==> src/hdl/rtseq_defines.vh <==
// Constants for the reset time-out sequencer.
`ifndef RTSEQ_DEFINES_VH
`define RTSEQ_DEFINES_VH
// ****************************************
// Oscillator modes
// ****************************************
`define RTSEQ_MODE_W 4
`define RTSEQ_MODE_LP 4'h0
`define RTSEQ_MODE_XT 4'h1
`define RTSEQ_MODE_HS 4'h2
`define RTSEQ_MODE_FAST_CRYSTAL_MULTIPLIED_MODE 4'h3
`define RTSEQ_MODE_EC 4'h4
`define RTSEQ_MODE_EXTERNAL_CLOCK_IO_MODE 4'h5
`define RTSEQ_MODE_RC 4'h6
`define RTSEQ_MODE_RESISTOR_CAP_IO_MODE 4'h7
`define RTSEQ_MODE_INTA 4'h8
`define RTSEQ_MODE_INTB 4'h9
// ****************************************
// Timing
// ****************************************
`define RTSEQ_CLK_HZ 25000000
`define RTSEQ_SETTLE_CYCLES 1024
`define RTSEQ_PUD_BITS 11
`define RTSEQ_LOCK_US 2000
`define RTSEQ_SLOW_TICK_NS 32000
// ****************************************
// Restart addresses and the software brown-out configuration code
// ****************************************
`define RTSEQ_PC_W 21
`define RTSEQ_RESET_VEC 21'h000000
`define RTSEQ_HI_VEC 21'h000008
`define RTSEQ_LO_VEC 21'h000018
`define RTSEQ_PC_STEP 21'h000002
`define RTSEQ_BOR_SW 2'h1
// ****************************************
// APB register map
// ****************************************
`define RTSEQ_A_CTRL 12'h000
`define RTSEQ_A_STATUS 12'h004
`define RTSEQ_A_PC 12'h008
`define RTSEQ_A_CFG 12'h00c
// Flag bit positions in the reset control register view.
`define RTSEQ_B_BOR 0
`define RTSEQ_B_POR 1
`define RTSEQ_B_PD 2
`define RTSEQ_B_TO 3
`define RTSEQ_B_RI 4
`define RTSEQ_B_SW_BROWNOUT_ENABLE 6
`define RTSEQ_B_STACK_UNDERFLOW_FLAG 8
`define RTSEQ_B_STACK_OVERFLOW_FLAG 9
`define RTSEQ_B_INRESET 16
`endif

==> src/hdl/rtseq_sync.v <==
// Three-stage input synchroniser with agreement filter.
`timescale 1ns/100ps
module rtseq_sync #(
  parameter INIT = 1'b0
) (
  // Clock and reset
  input wire clock,
  input wire rstn,
  // Data
  input wire din,
  output reg dout
);
  reg s1;
  reg s2;
  reg s3;
  // The first stage feeds only the second, so metastability never reaches logic.
  always @(posedge clock or negedge rstn) begin
    if (!rstn) begin
      s1 <= INIT;
      s2 <= INIT;
      s3 <= INIT;
      dout <= INIT;
    end else begin
      s1 <= din;
      s2 <= s1;
      s3 <= s2;
      if (s2 == s3) begin
        dout <= s3;
      end
    end
  end
endmodule // rtseq_sync

==> src/hdl/rtseq_top.v <==
// Reset time-out sequencer: delay stages, reset-cause flags, restart address.
// Operation
// - Settle counter holds reset 1024 oscillator input cycles after power-up delay.
// - Settle count only in crystal modes, after power-on or power-managed exit.
// - With multiplier, a fixed 2 ms lock wait follows the settle count.
// - Power-up: power-up delay after power-on pulse, then settle counter.
// - RC modes without power-up delay: none; external/internal modes: power-up only.
// - Power-up delay about 65.5 ms; power-managed exit never uses it.
// - Delays run from power-on; held master clear releases execution at once.
// - Most state unknown at power-on, kept by other resets; rest forced.
// - Watchdog wake-up resumes operation, leaving most registers unchanged.
// - Power-on: address 0, enable/RI/TO/PD set, POR/BOR/stack flags cleared.
// - Reset instruction clears RI; brown-out sets RI/TO/PD, clears BOR.
// - Master clear in run mode sets TO, restarts at reset address.
// - Master clear in idle or sleep sets TO, clears PD.
// - Master clear in full power restarts, flags unchanged.
// - Watchdog expiry when running resets to zero, clears TO.
// - Watchdog expiry in idle/sleep wakes at PC+2, clears TO and PD.
// - Interrupt wake clears PD, PC+2, or vector if a global enable set.
// - With fault reset enabled, overflow resets to zero and sets overflow flag.
// - With fault reset enabled, underflow resets to zero and sets underflow flag.
// - With fault reset disabled, underflow sets its flag without reset.
// - Software brown-out enable survives resets only in config 01 when set.
// - Power-up delay is a 12-bit counter on slow oscillator ticks.
// - Power-up delay enabled when its active-low enable bit is clear.
//
// The register addresses and register access over APB were decided locally.
`timescale 1ns/100ps
`include "rtseq_defines.vh"
module rtseq_top #(
  parameter PUD_TICK_NS = `RTSEQ_SLOW_TICK_NS,
  parameter SETTLE_CYCLES = `RTSEQ_SETTLE_CYCLES,
  parameter LOCK_CYCLES = (`RTSEQ_LOCK_US / 1000) * (`RTSEQ_CLK_HZ / 1000)
) (
  // Clock and reset
  input wire clock,
  input wire rstn,
  // APB slave
  input wire psel,
  input wire penable,
  input wire pwrite,
  input wire [11:0] paddr,
  input wire [31:0] pwdata,
  output reg [31:0] prdata,
  output reg pready,
  output reg pslverr,
  // Pins and oscillator
  input wire power_on_pulse,
  input wire master_clear_pin_n,
  input wire oscillator_input_pin,
  input wire internal_slow_osc,
  // Configuration
  input wire [3:0] osc_mode,
  input wire power_up_delay_disable_n,
  input wire [1:0] brownout_config,
  input wire stack_fault_reset_enable,
  // Events from the core
  input wire ev_reset_instr,
  input wire ev_brownout,
  input wire ev_watchdog,
  input wire ev_irq_wake,
  input wire ev_stack_over,
  input wire ev_stack_under,
  input wire ev_pm_exit,
  input wire [1:0] power_state,
  input wire [20:0] current_pc,
  input wire high_prio_global_irq_enable,
  input wire low_prio_global_irq_enable,
  // Outputs
  output reg device_reset,
  output reg restart_load,
  output reg [20:0] restart_pc
);
  // ****************************************
  // Sequencer states and power states
  // ****************************************
  localparam ST_POR = 3'h0;
  localparam ST_PUD = 3'h1;
  localparam ST_SETTLE = 3'h2;
  localparam ST_LOCK = 3'h3;
  localparam ST_WAIT_MC = 3'h4;
  localparam ST_RUN = 3'h5;
  localparam PS_FULL = 2'h0;
  localparam PS_PMRUN = 2'h1;
  localparam PS_IDLE = 2'h2;
  localparam PS_SLEEP = 2'h3;
  localparam [31:0] SLOW_TICK_CYC = (PUD_TICK_NS * (`RTSEQ_CLK_HZ / 1000000)) / 1000;
  localparam [`RTSEQ_PUD_BITS:0] PUD_TICKS = {1'b1, {`RTSEQ_PUD_BITS{1'b0}}};

  // ****************************************
  // Input synchronisers
  // ****************************************
  wire por_s;
  wire mc_n_s;
  wire osc_s;
  wire slow_s;
  rtseq_sync #(.INIT(1'b1)) u_por (.clock(clock), .rstn(rstn), .din(power_on_pulse), .dout(por_s));
  rtseq_sync #(.INIT(1'b0)) u_mc (.clock(clock), .rstn(rstn), .din(master_clear_pin_n), .dout(mc_n_s));
  rtseq_sync #(.INIT(1'b0)) u_osc (.clock(clock), .rstn(rstn), .din(oscillator_input_pin), .dout(osc_s));
  rtseq_sync #(.INIT(1'b0)) u_slow (.clock(clock), .rstn(rstn), .din(internal_slow_osc), .dout(slow_s));

  reg osc_d;
  reg slow_d;
  wire osc_edge = osc_s & ~osc_d;
  wire slow_edge = slow_s & ~slow_d;

  // ****************************************
  // Registers
  // ****************************************
  reg [2:0] state;
  reg [`RTSEQ_PUD_BITS:0] pud_cnt;
  reg [31:0] stage_cnt;
  reg power_up;
  reg sw_brownout_enable;
  reg flag_ri;
  reg flag_to;
  reg flag_pd;
  reg flag_por;
  reg flag_bor;
  reg flag_ful;
  reg flag_unf;
  reg mc_n_d;
  reg [1:0] cfg_power_state;
  reg cfg_use_reg;

  wire [1:0] pstate = cfg_use_reg ? cfg_power_state : power_state;
  wire crystal = (osc_mode == `RTSEQ_MODE_LP) || (osc_mode == `RTSEQ_MODE_XT) ||
                 (osc_mode == `RTSEQ_MODE_HS) || (osc_mode == `RTSEQ_MODE_FAST_CRYSTAL_MULTIPLIED_MODE);
  wire pll_on = (osc_mode == `RTSEQ_MODE_FAST_CRYSTAL_MULTIPLIED_MODE);
  wire pud_on = ~power_up_delay_disable_n;
  wire sw_bor = (brownout_config == `RTSEQ_BOR_SW);
  wire asleep = (pstate == PS_IDLE) || (pstate == PS_SLEEP);
  wire mc_fall = mc_n_d & ~mc_n_s;
  wire wr = psel & penable & pwrite & ~pready;
  wire [31:0] flags_word = {15'h0000, device_reset, 6'h00, flag_ful, flag_unf, 1'b0,
                            sw_brownout_enable & sw_bor, 1'b0, flag_ri, flag_to, flag_pd, flag_por, flag_bor};

  // After the settle count, choose lock wait or release.
  wire [2:0] after_settle = pll_on ? ST_LOCK : ST_WAIT_MC;
  wire [2:0] after_pud = crystal ? ST_SETTLE : ST_WAIT_MC;

  // ****************************************
  // Sequencer
  // ****************************************
  always @(posedge clock or negedge rstn) begin
    if (!rstn) begin
      state <= ST_POR;
      pud_cnt <= 12'h000;
      stage_cnt <= 32'h00000000;
      power_up <= 1'b1;
      device_reset <= 1'b1;
      osc_d <= 1'b0;
      slow_d <= 1'b0;
      mc_n_d <= 1'b0;
    end else begin
      osc_d <= osc_s;
      slow_d <= slow_s;
      mc_n_d <= mc_n_s;
      // Reset stays asserted until the final stage has ended and the pin is high.
      device_reset <= (state != ST_RUN);
      if (por_s) begin
        state <= ST_POR;
        power_up <= 1'b1;
      end else begin
        case (state)
          ST_POR: begin
            pud_cnt <= 12'h000;
            stage_cnt <= 32'h00000000;
            state <= (pud_on && power_up) ? ST_PUD : after_pud;
          end
          ST_PUD: begin
            // Ticks of the slow oscillator, 2048 of them at nominal 32 us each.
            if (slow_edge) begin
              pud_cnt <= pud_cnt + 12'h001;
            end
            if (pud_cnt == PUD_TICKS) begin
              state <= after_pud;
            end
          end
          ST_SETTLE: begin
            if (osc_edge) begin
              stage_cnt <= stage_cnt + 32'h00000001;
            end
            if (stage_cnt == SETTLE_CYCLES) begin
              stage_cnt <= 32'h00000000;
              state <= after_settle;
            end
          end
          ST_LOCK: begin
            stage_cnt <= stage_cnt + 32'h00000001;
            if (stage_cnt == LOCK_CYCLES - 1) begin
              state <= ST_WAIT_MC;
            end
          end
          ST_WAIT_MC: begin
            // Delays already ran from power-on, so a late pin release starts at once.
            if (mc_n_s) begin
              state <= ST_RUN;
              power_up <= 1'b0;
            end
          end
          ST_RUN: begin
            if (!mc_n_s) begin
              state <= ST_WAIT_MC;
            end else if (ev_pm_exit && crystal) begin
              stage_cnt <= 32'h00000000;
              state <= ST_SETTLE;
            end
          end
          default: begin
            state <= ST_POR;
          end
        endcase
      end
    end
  end

  // ****************************************
  // Reset-cause flags and restart address
  // ****************************************
  always @(posedge clock or negedge rstn) begin
    if (!rstn) begin
      sw_brownout_enable <= 1'b1;
      flag_ri <= 1'b1;
      flag_to <= 1'b1;
      flag_pd <= 1'b1;
      flag_por <= 1'b0;
      flag_bor <= 1'b0;
      flag_ful <= 1'b0;
      flag_unf <= 1'b0;
      restart_load <= 1'b0;
      restart_pc <= `RTSEQ_RESET_VEC;
      cfg_power_state <= PS_FULL;
      cfg_use_reg <= 1'b0;
    end else begin
      restart_load <= 1'b0;
      // Software writes first, so a same-cycle hardware event wins.
      if (wr && (paddr == `RTSEQ_A_CTRL)) begin
        sw_brownout_enable <= pwdata[`RTSEQ_B_SW_BROWNOUT_ENABLE] & sw_bor;
        flag_ri <= pwdata[`RTSEQ_B_RI];
        flag_to <= pwdata[`RTSEQ_B_TO];
        flag_pd <= pwdata[`RTSEQ_B_PD];
        flag_por <= pwdata[`RTSEQ_B_POR];
        flag_bor <= pwdata[`RTSEQ_B_BOR];
        flag_ful <= pwdata[`RTSEQ_B_STACK_OVERFLOW_FLAG];
        flag_unf <= pwdata[`RTSEQ_B_STACK_UNDERFLOW_FLAG];
      end else if (wr && (paddr == `RTSEQ_A_CFG)) begin
        cfg_power_state <= pwdata[1:0];
        cfg_use_reg <= pwdata[4];
      end
      if (por_s) begin
        sw_brownout_enable <= 1'b1;
        flag_ri <= 1'b1;
        flag_to <= 1'b1;
        flag_pd <= 1'b1;
        flag_por <= 1'b0;
        flag_bor <= 1'b0;
        flag_ful <= 1'b0;
        flag_unf <= 1'b0;
        restart_pc <= `RTSEQ_RESET_VEC;
      end else if (state == ST_RUN) begin
        // Unlisted state keeps its value through these events.
        if (!sw_bor) begin
          sw_brownout_enable <= 1'b0;
        end
        if (ev_brownout) begin
          flag_ri <= 1'b1;
          flag_to <= 1'b1;
          flag_pd <= 1'b1;
          flag_bor <= 1'b0;
          restart_load <= 1'b1;
          restart_pc <= `RTSEQ_RESET_VEC;
        end else if (mc_fall) begin
          restart_load <= 1'b1;
          restart_pc <= `RTSEQ_RESET_VEC;
          if (pstate == PS_PMRUN) begin
            flag_to <= 1'b1;
          end else if (asleep) begin
            flag_to <= 1'b1;
            flag_pd <= 1'b0;
          end
        end else if (ev_watchdog) begin
          flag_to <= 1'b0;
          restart_load <= 1'b1;
          if (asleep) begin
            flag_pd <= 1'b0;
            restart_pc <= current_pc + `RTSEQ_PC_STEP;
          end else begin
            restart_pc <= `RTSEQ_RESET_VEC;
          end
        end else if (ev_stack_over && stack_fault_reset_enable) begin
          flag_ful <= 1'b1;
          restart_load <= 1'b1;
          restart_pc <= `RTSEQ_RESET_VEC;
        end else if (ev_stack_under) begin
          flag_unf <= 1'b1;
          if (stack_fault_reset_enable) begin
            restart_load <= 1'b1;
            restart_pc <= `RTSEQ_RESET_VEC;
          end
        end else if (ev_reset_instr) begin
          flag_ri <= 1'b0;
          restart_load <= 1'b1;
          restart_pc <= `RTSEQ_RESET_VEC;
        end else if (ev_irq_wake && pstate != PS_FULL) begin
          flag_pd <= 1'b0;
          restart_load <= 1'b1;
          if (high_prio_global_irq_enable) begin
            restart_pc <= `RTSEQ_LO_VEC;
          end else if (low_prio_global_irq_enable) begin
            restart_pc <= `RTSEQ_HI_VEC;
          end else begin
            restart_pc <= current_pc + `RTSEQ_PC_STEP;
          end
        end
      end
    end
  end

  // ****************************************
  // APB slave, one wait state
  // ****************************************
  always @(posedge clock or negedge rstn) begin
    if (!rstn) begin
      prdata <= 32'h00000000;
      pready <= 1'b0;
      pslverr <= 1'b0;
    end else begin
      pready <= psel & penable & ~pready;
      pslverr <= 1'b0;
      prdata <= 32'h00000000;
      if (psel && penable && !pready) begin
        if ((paddr == `RTSEQ_A_CTRL) || (paddr == `RTSEQ_A_STATUS)) begin
          prdata <= flags_word;
        end else if (paddr == `RTSEQ_A_PC) begin
          prdata <= {11'h000, restart_pc};
        end else if (paddr == `RTSEQ_A_CFG) begin
          prdata <= {27'h0000000, cfg_use_reg, 2'h0, cfg_power_state};
        end else begin
          pslverr <= 1'b1;
        end
      end
    end
  end
endmodule // rtseq_top

==> config.mk <==
export PLATFORM = sky130hd
export DESIGN_NAME = rtseq_top
export DESIGN_NICKNAME = d
export VERILOG_FILES = /design/src/hdl/rtseq_sync.v /design/src/hdl/rtseq_top.v
export VERILOG_INCLUDE_DIRS = /design/src /design/src/hdl
export SDC_FILE = /design/constraint.sdc
export NUM_CORES = 1
export LEC_CHECK = 0
export BUFFER_PORTS_ARGS = -buffer_cell sky130_fd_sc_hd__buf_2
export CAP_MARGIN = 0
export CORE_MARGIN = 1
export CORE_UTILIZATION = 52
export DETAILED_ROUTE_END_ITERATION = 10
export PLACE_DENSITY = 0.78
export SETUP_SLACK_MARGIN = 0.05
export SKIP_CTS_REPAIR_TIMING = 1
export SYNTH_ARGS = -nofsm -noshare
export SYNTH_HDL_FRONTEND = slang
export SYNTH_SLANG_ARGS = --single-unit
==> constraint.sdc <==
create_clock -name clock -period 5.2 [get_ports clock]
set_input_delay 0 -clock clock [delete_from_list [all_inputs] [get_ports clock]]
set_output_delay 0 -clock clock [all_outputs]
set_load 0.05 [all_outputs]
==> results.yml <==
status:
  status: "finished with violations"
  violations: "negative hold slack"
routing:
  antenna_left: 0
  wl_per_cell_um: 16.4
  drt-total-wl_um: 15600
  route.vias.total: 5462
  detail_route.iter0.violations: 425
  via_per_inst: 5.76
  drc: 0
  drtPass1Iterations: 6
sta:
  fin_tns_setup_ns: 0
  slew_violations: 0
  fin_crit_ns: 2.97
  rsz0062_at_grt: "no"
  fin_hold_ws_ns: -0.0572
  setup_viol: 0
  worst_pin_slew_ns: 1.07
  fmax_ghz: 0.337
  slew_headroom_pct: 27.8
  period_share_pct: 57.1
  finClkSkew_ns: 0.00559
  finalHoldViolCount: 3
setup_path:
  worst_setup_path_start_kind: "flip-flop"
  startpoint: "state[0]"
  cp_max_fo: 29
  r2r_start: "state[0]"
  slowest_stage: "a21oi_1"
  crit_arrival_ns: 3.31
  required_ns: 5.54
  reg2regPathDepth: 5
  r2r_end: "stage_cnt[3]"
  cp_common_cell: "a21oi_1"
  slowest_delay_ns: 0.90
  path_class: "flip-flop to flip-flop"
  endpoint_kind: "flip-flop"
  ff2ff_setup_slack_ns: 2.23
  crit_chain: "a21oi_1, inv_1, o21ai_2, o21ai_0, a21oi_1"
die:
  core-area_um2: 11500
  die_h_um: 111
  start_util_pct: 53.7
  num_rows: 39
  io_pins: 150
  die-area_um2: 12300
  die_w_um: 111
placement:
  port_buffers: 114
  gp_congestion: 0.864
  hpwlAfterDp_um: 10100
layout:
  layout.area.seq_um2: 3120
  antenna_cells: 0
  layout-drive-gt1-share_pct: 20.7
  layout-area-overhead-vs-synth_pct: 25.8
  nNetsFinal: 890
  multi_input_area_um2: 2820
  top_regs: "stage_cnt: 32 flops, prdata: 21 flops, restart_pc: 21 flops"
  nFillCells: 866
  top_register: "stage_cnt"
  largest_reg_flops: 32
logic_synthesis:
  ys_warn_count: 0
  synth_top_cell_by_area: "dfrtp_1"
  synth_cells: 640
  synth.avg_cell_area_um2: 9.63
  yosysUniqueCellTypes: 60
  yosys_most_used_dff: "dfrtp_1"
  synth_top_area_share_pct: 46.3
  netlist_top_cells_area: "dfrtp_1, dfstp_2, a21oi_1"
  synth_edf_count: 0
  ys_ff_latch: 124
  synth_seq_area_share_pct: 50.5
  syn_area_um2: 6160
  ys_async_sr_fraction_pct: 100
grt:
  grt_pass1_vias: 4990
  grt_start_max_net_pins: 79
  antenna_found_initial: 0
  overflow: 0
  grtUsageTotal_pct: 24.5
  grt_pass1_wl_um: 24100
clock_tree:
  htreeDepth: 4
  cts-root-buf: "clkbuf_16"
  clock_sinks: 124
  cts_tree: "built"
  insertion_delay_ns: 0.42
  clkTransAtPathRegs_ns: 0.05
  cts_made_buffers: 17
  clockBufferDepth: 2
min_path:
  worstHoldStart: "current_pc[12]"
  min_path_type: "input port to flip-flop"
  whs_path_depth: 3
  holdPathEnd: "restart_pc[12]"
power:
  p_leak_nw: 3.50
  ir_drop_mv: 0.243
  power.density_nw_per_um2: 333
job:
  drv_cap: 0
cells in the mapped netlist (2+ instances only):
master,number
a21o_1,2
nand4b_1,4
ha_1,5
a31oi_1,2
buf_6,2
nor3b_1,3
nor2_1,59
o31ai_1,10
nor4_1,10
o211ai_1,3
a2111oi_0,2
or3_1,10
nor2b_1,14
maj3_1,4
clkbuf_1,20
and2_1,13
mux2i_1,10
nand3_1,30
buf_4,11
o21ai_0,42
nor3_1,9
xnor2_1,22
nand2_1,59
inv_1,23
mux2_2,4
or4_1,12
a211oi_1,6
dfrtp_1,114
and3_1,5
nand4_1,24
nand2b_1,3
a21oi_1,47
dfstp_2,10
nand3b_1,2
nor4b_1,2
and4_1,2
xor2_1,17
power by group:
group          switching [mW]  internal [mW]
Sequential             0.0529           1.01
Clock                   0.402          0.704
Combinational           0.283          0.134
Total                   0.738           1.84
cell usage in the layout (no fill, tap or decap), types with 3 or more instances in the layout:
cell type / Yosys / final
xnor2_1: 22 / 22
xor2_1: 17 / 17
maj3_1: 4 / 4
nand2_1: 59 / 59
o21ai_0: 42 / 42
clkbuf_16: 0 / 17
buf_4: 11 / 4
nand3_1: 30 / 30
nor4_1: 10 / 10
nor2_1: 59 / 59
and2_1: 13 / 13
ha_1: 5 / 5
clkinv_2: 0 / 3
mux2_2: 4 / 4
dlygate4sd3_1: 0 / 40
inv_1: 23 / 23
or3_1: 10 / 10
a21oi_1: 47 / 47
nor3_1: 9 / 9
dfstp_2: 10 / 10
nor2b_1: 14 / 14
mux2i_1: 10 / 10
nand2b_1: 3 / 3
nand4b_1: 4 / 4
o211ai_1: 3 / 3
clkbuf_1: 20 / 5
or4_1: 12 / 12
nor3b_1: 3 / 3
conb_1: 1 / 11
buf_2: 1 / 113
clkbuf_8: 0 / 4
and3_1: 5 / 5
dfrtp_1: 114 / 114
nand4_1: 24 / 24
a211oi_1: 6 / 6
o31ai_1: 10 / 10
layout make-up:
type | count | share of cell area [%]
multi-input cells | 469 | 36.3
repair buffers | 157 | 12.8
inverters | 23 | 1.11
flip-flops and latches | 124 | 40.2
well taps | 143 | 2.31
clock inverters | 6 | 0.775
clock buffers | 26 | 6.44
per-stage QoR:
step / util, % / power [mW] / cells / setup slack (ns) / cell area, um^2
final: 67.6 / 2.58 / 948 / 2.23 / 7750
after global routing: 67.6 / 2.69 / 948 / 1.94 / 7750
after CTS: 64.1 / 2.57 / 908 / 2.36 / 7350
after detailed placement: 59.2 / 1.46 / 876 / 2.41 / 6790
after global placement: 59.2 / 1.44 / 876 / 2.50 / 6790
after floorplan: - / 1.34 / 650 / 3.09 / 6200
kinds of logic after synthesis:
| kind of cell | synth area share [%] |
|---|---|
| DFF | 50.5 |
| adders and majority gates | 1.66 |
| buffers and inverters | 4.41 |
| AOI/OAI and AO/OA | 12.9 |
| and+or+nand+nor | 22.6 |
| other | 0.0608 |
| muxes | 2.35 |
| xor gates and xnor gates | 5.54 |
how the worst max path moves through the flow:
stage,slack [ns],end,cells past startpoint
final,2.23,stage_cnt[3],5
after CTS,2.36,stage_cnt[3],5
after detailed placement,2.41,stage_cnt[3],5
after global placement,2.50,stage_cnt[3],5
after global routing,1.94,stage_cnt[3],5
after floorplan,3.09,stage_cnt[27],7
worst max-delay path, delay by kind of cell, from the launching register on:
kind	cells	cell delay [ns]
buf+inv	1	0.17
compound gates	4	2.16
flops	1	0.55
layer usage:
layer | track usage (%) | routed length, um | share of wire [%]
met1 | 31.9 | 6460 | 42
met2 | 39.7 | 7700 | 49
met3 | 5.96 | 1050 | 6.8
met4 | 9.24 | 350 | 2.3
met5 | 0 | 0 | 0
No activity file was read; power rests on OpenSTA's default activity.
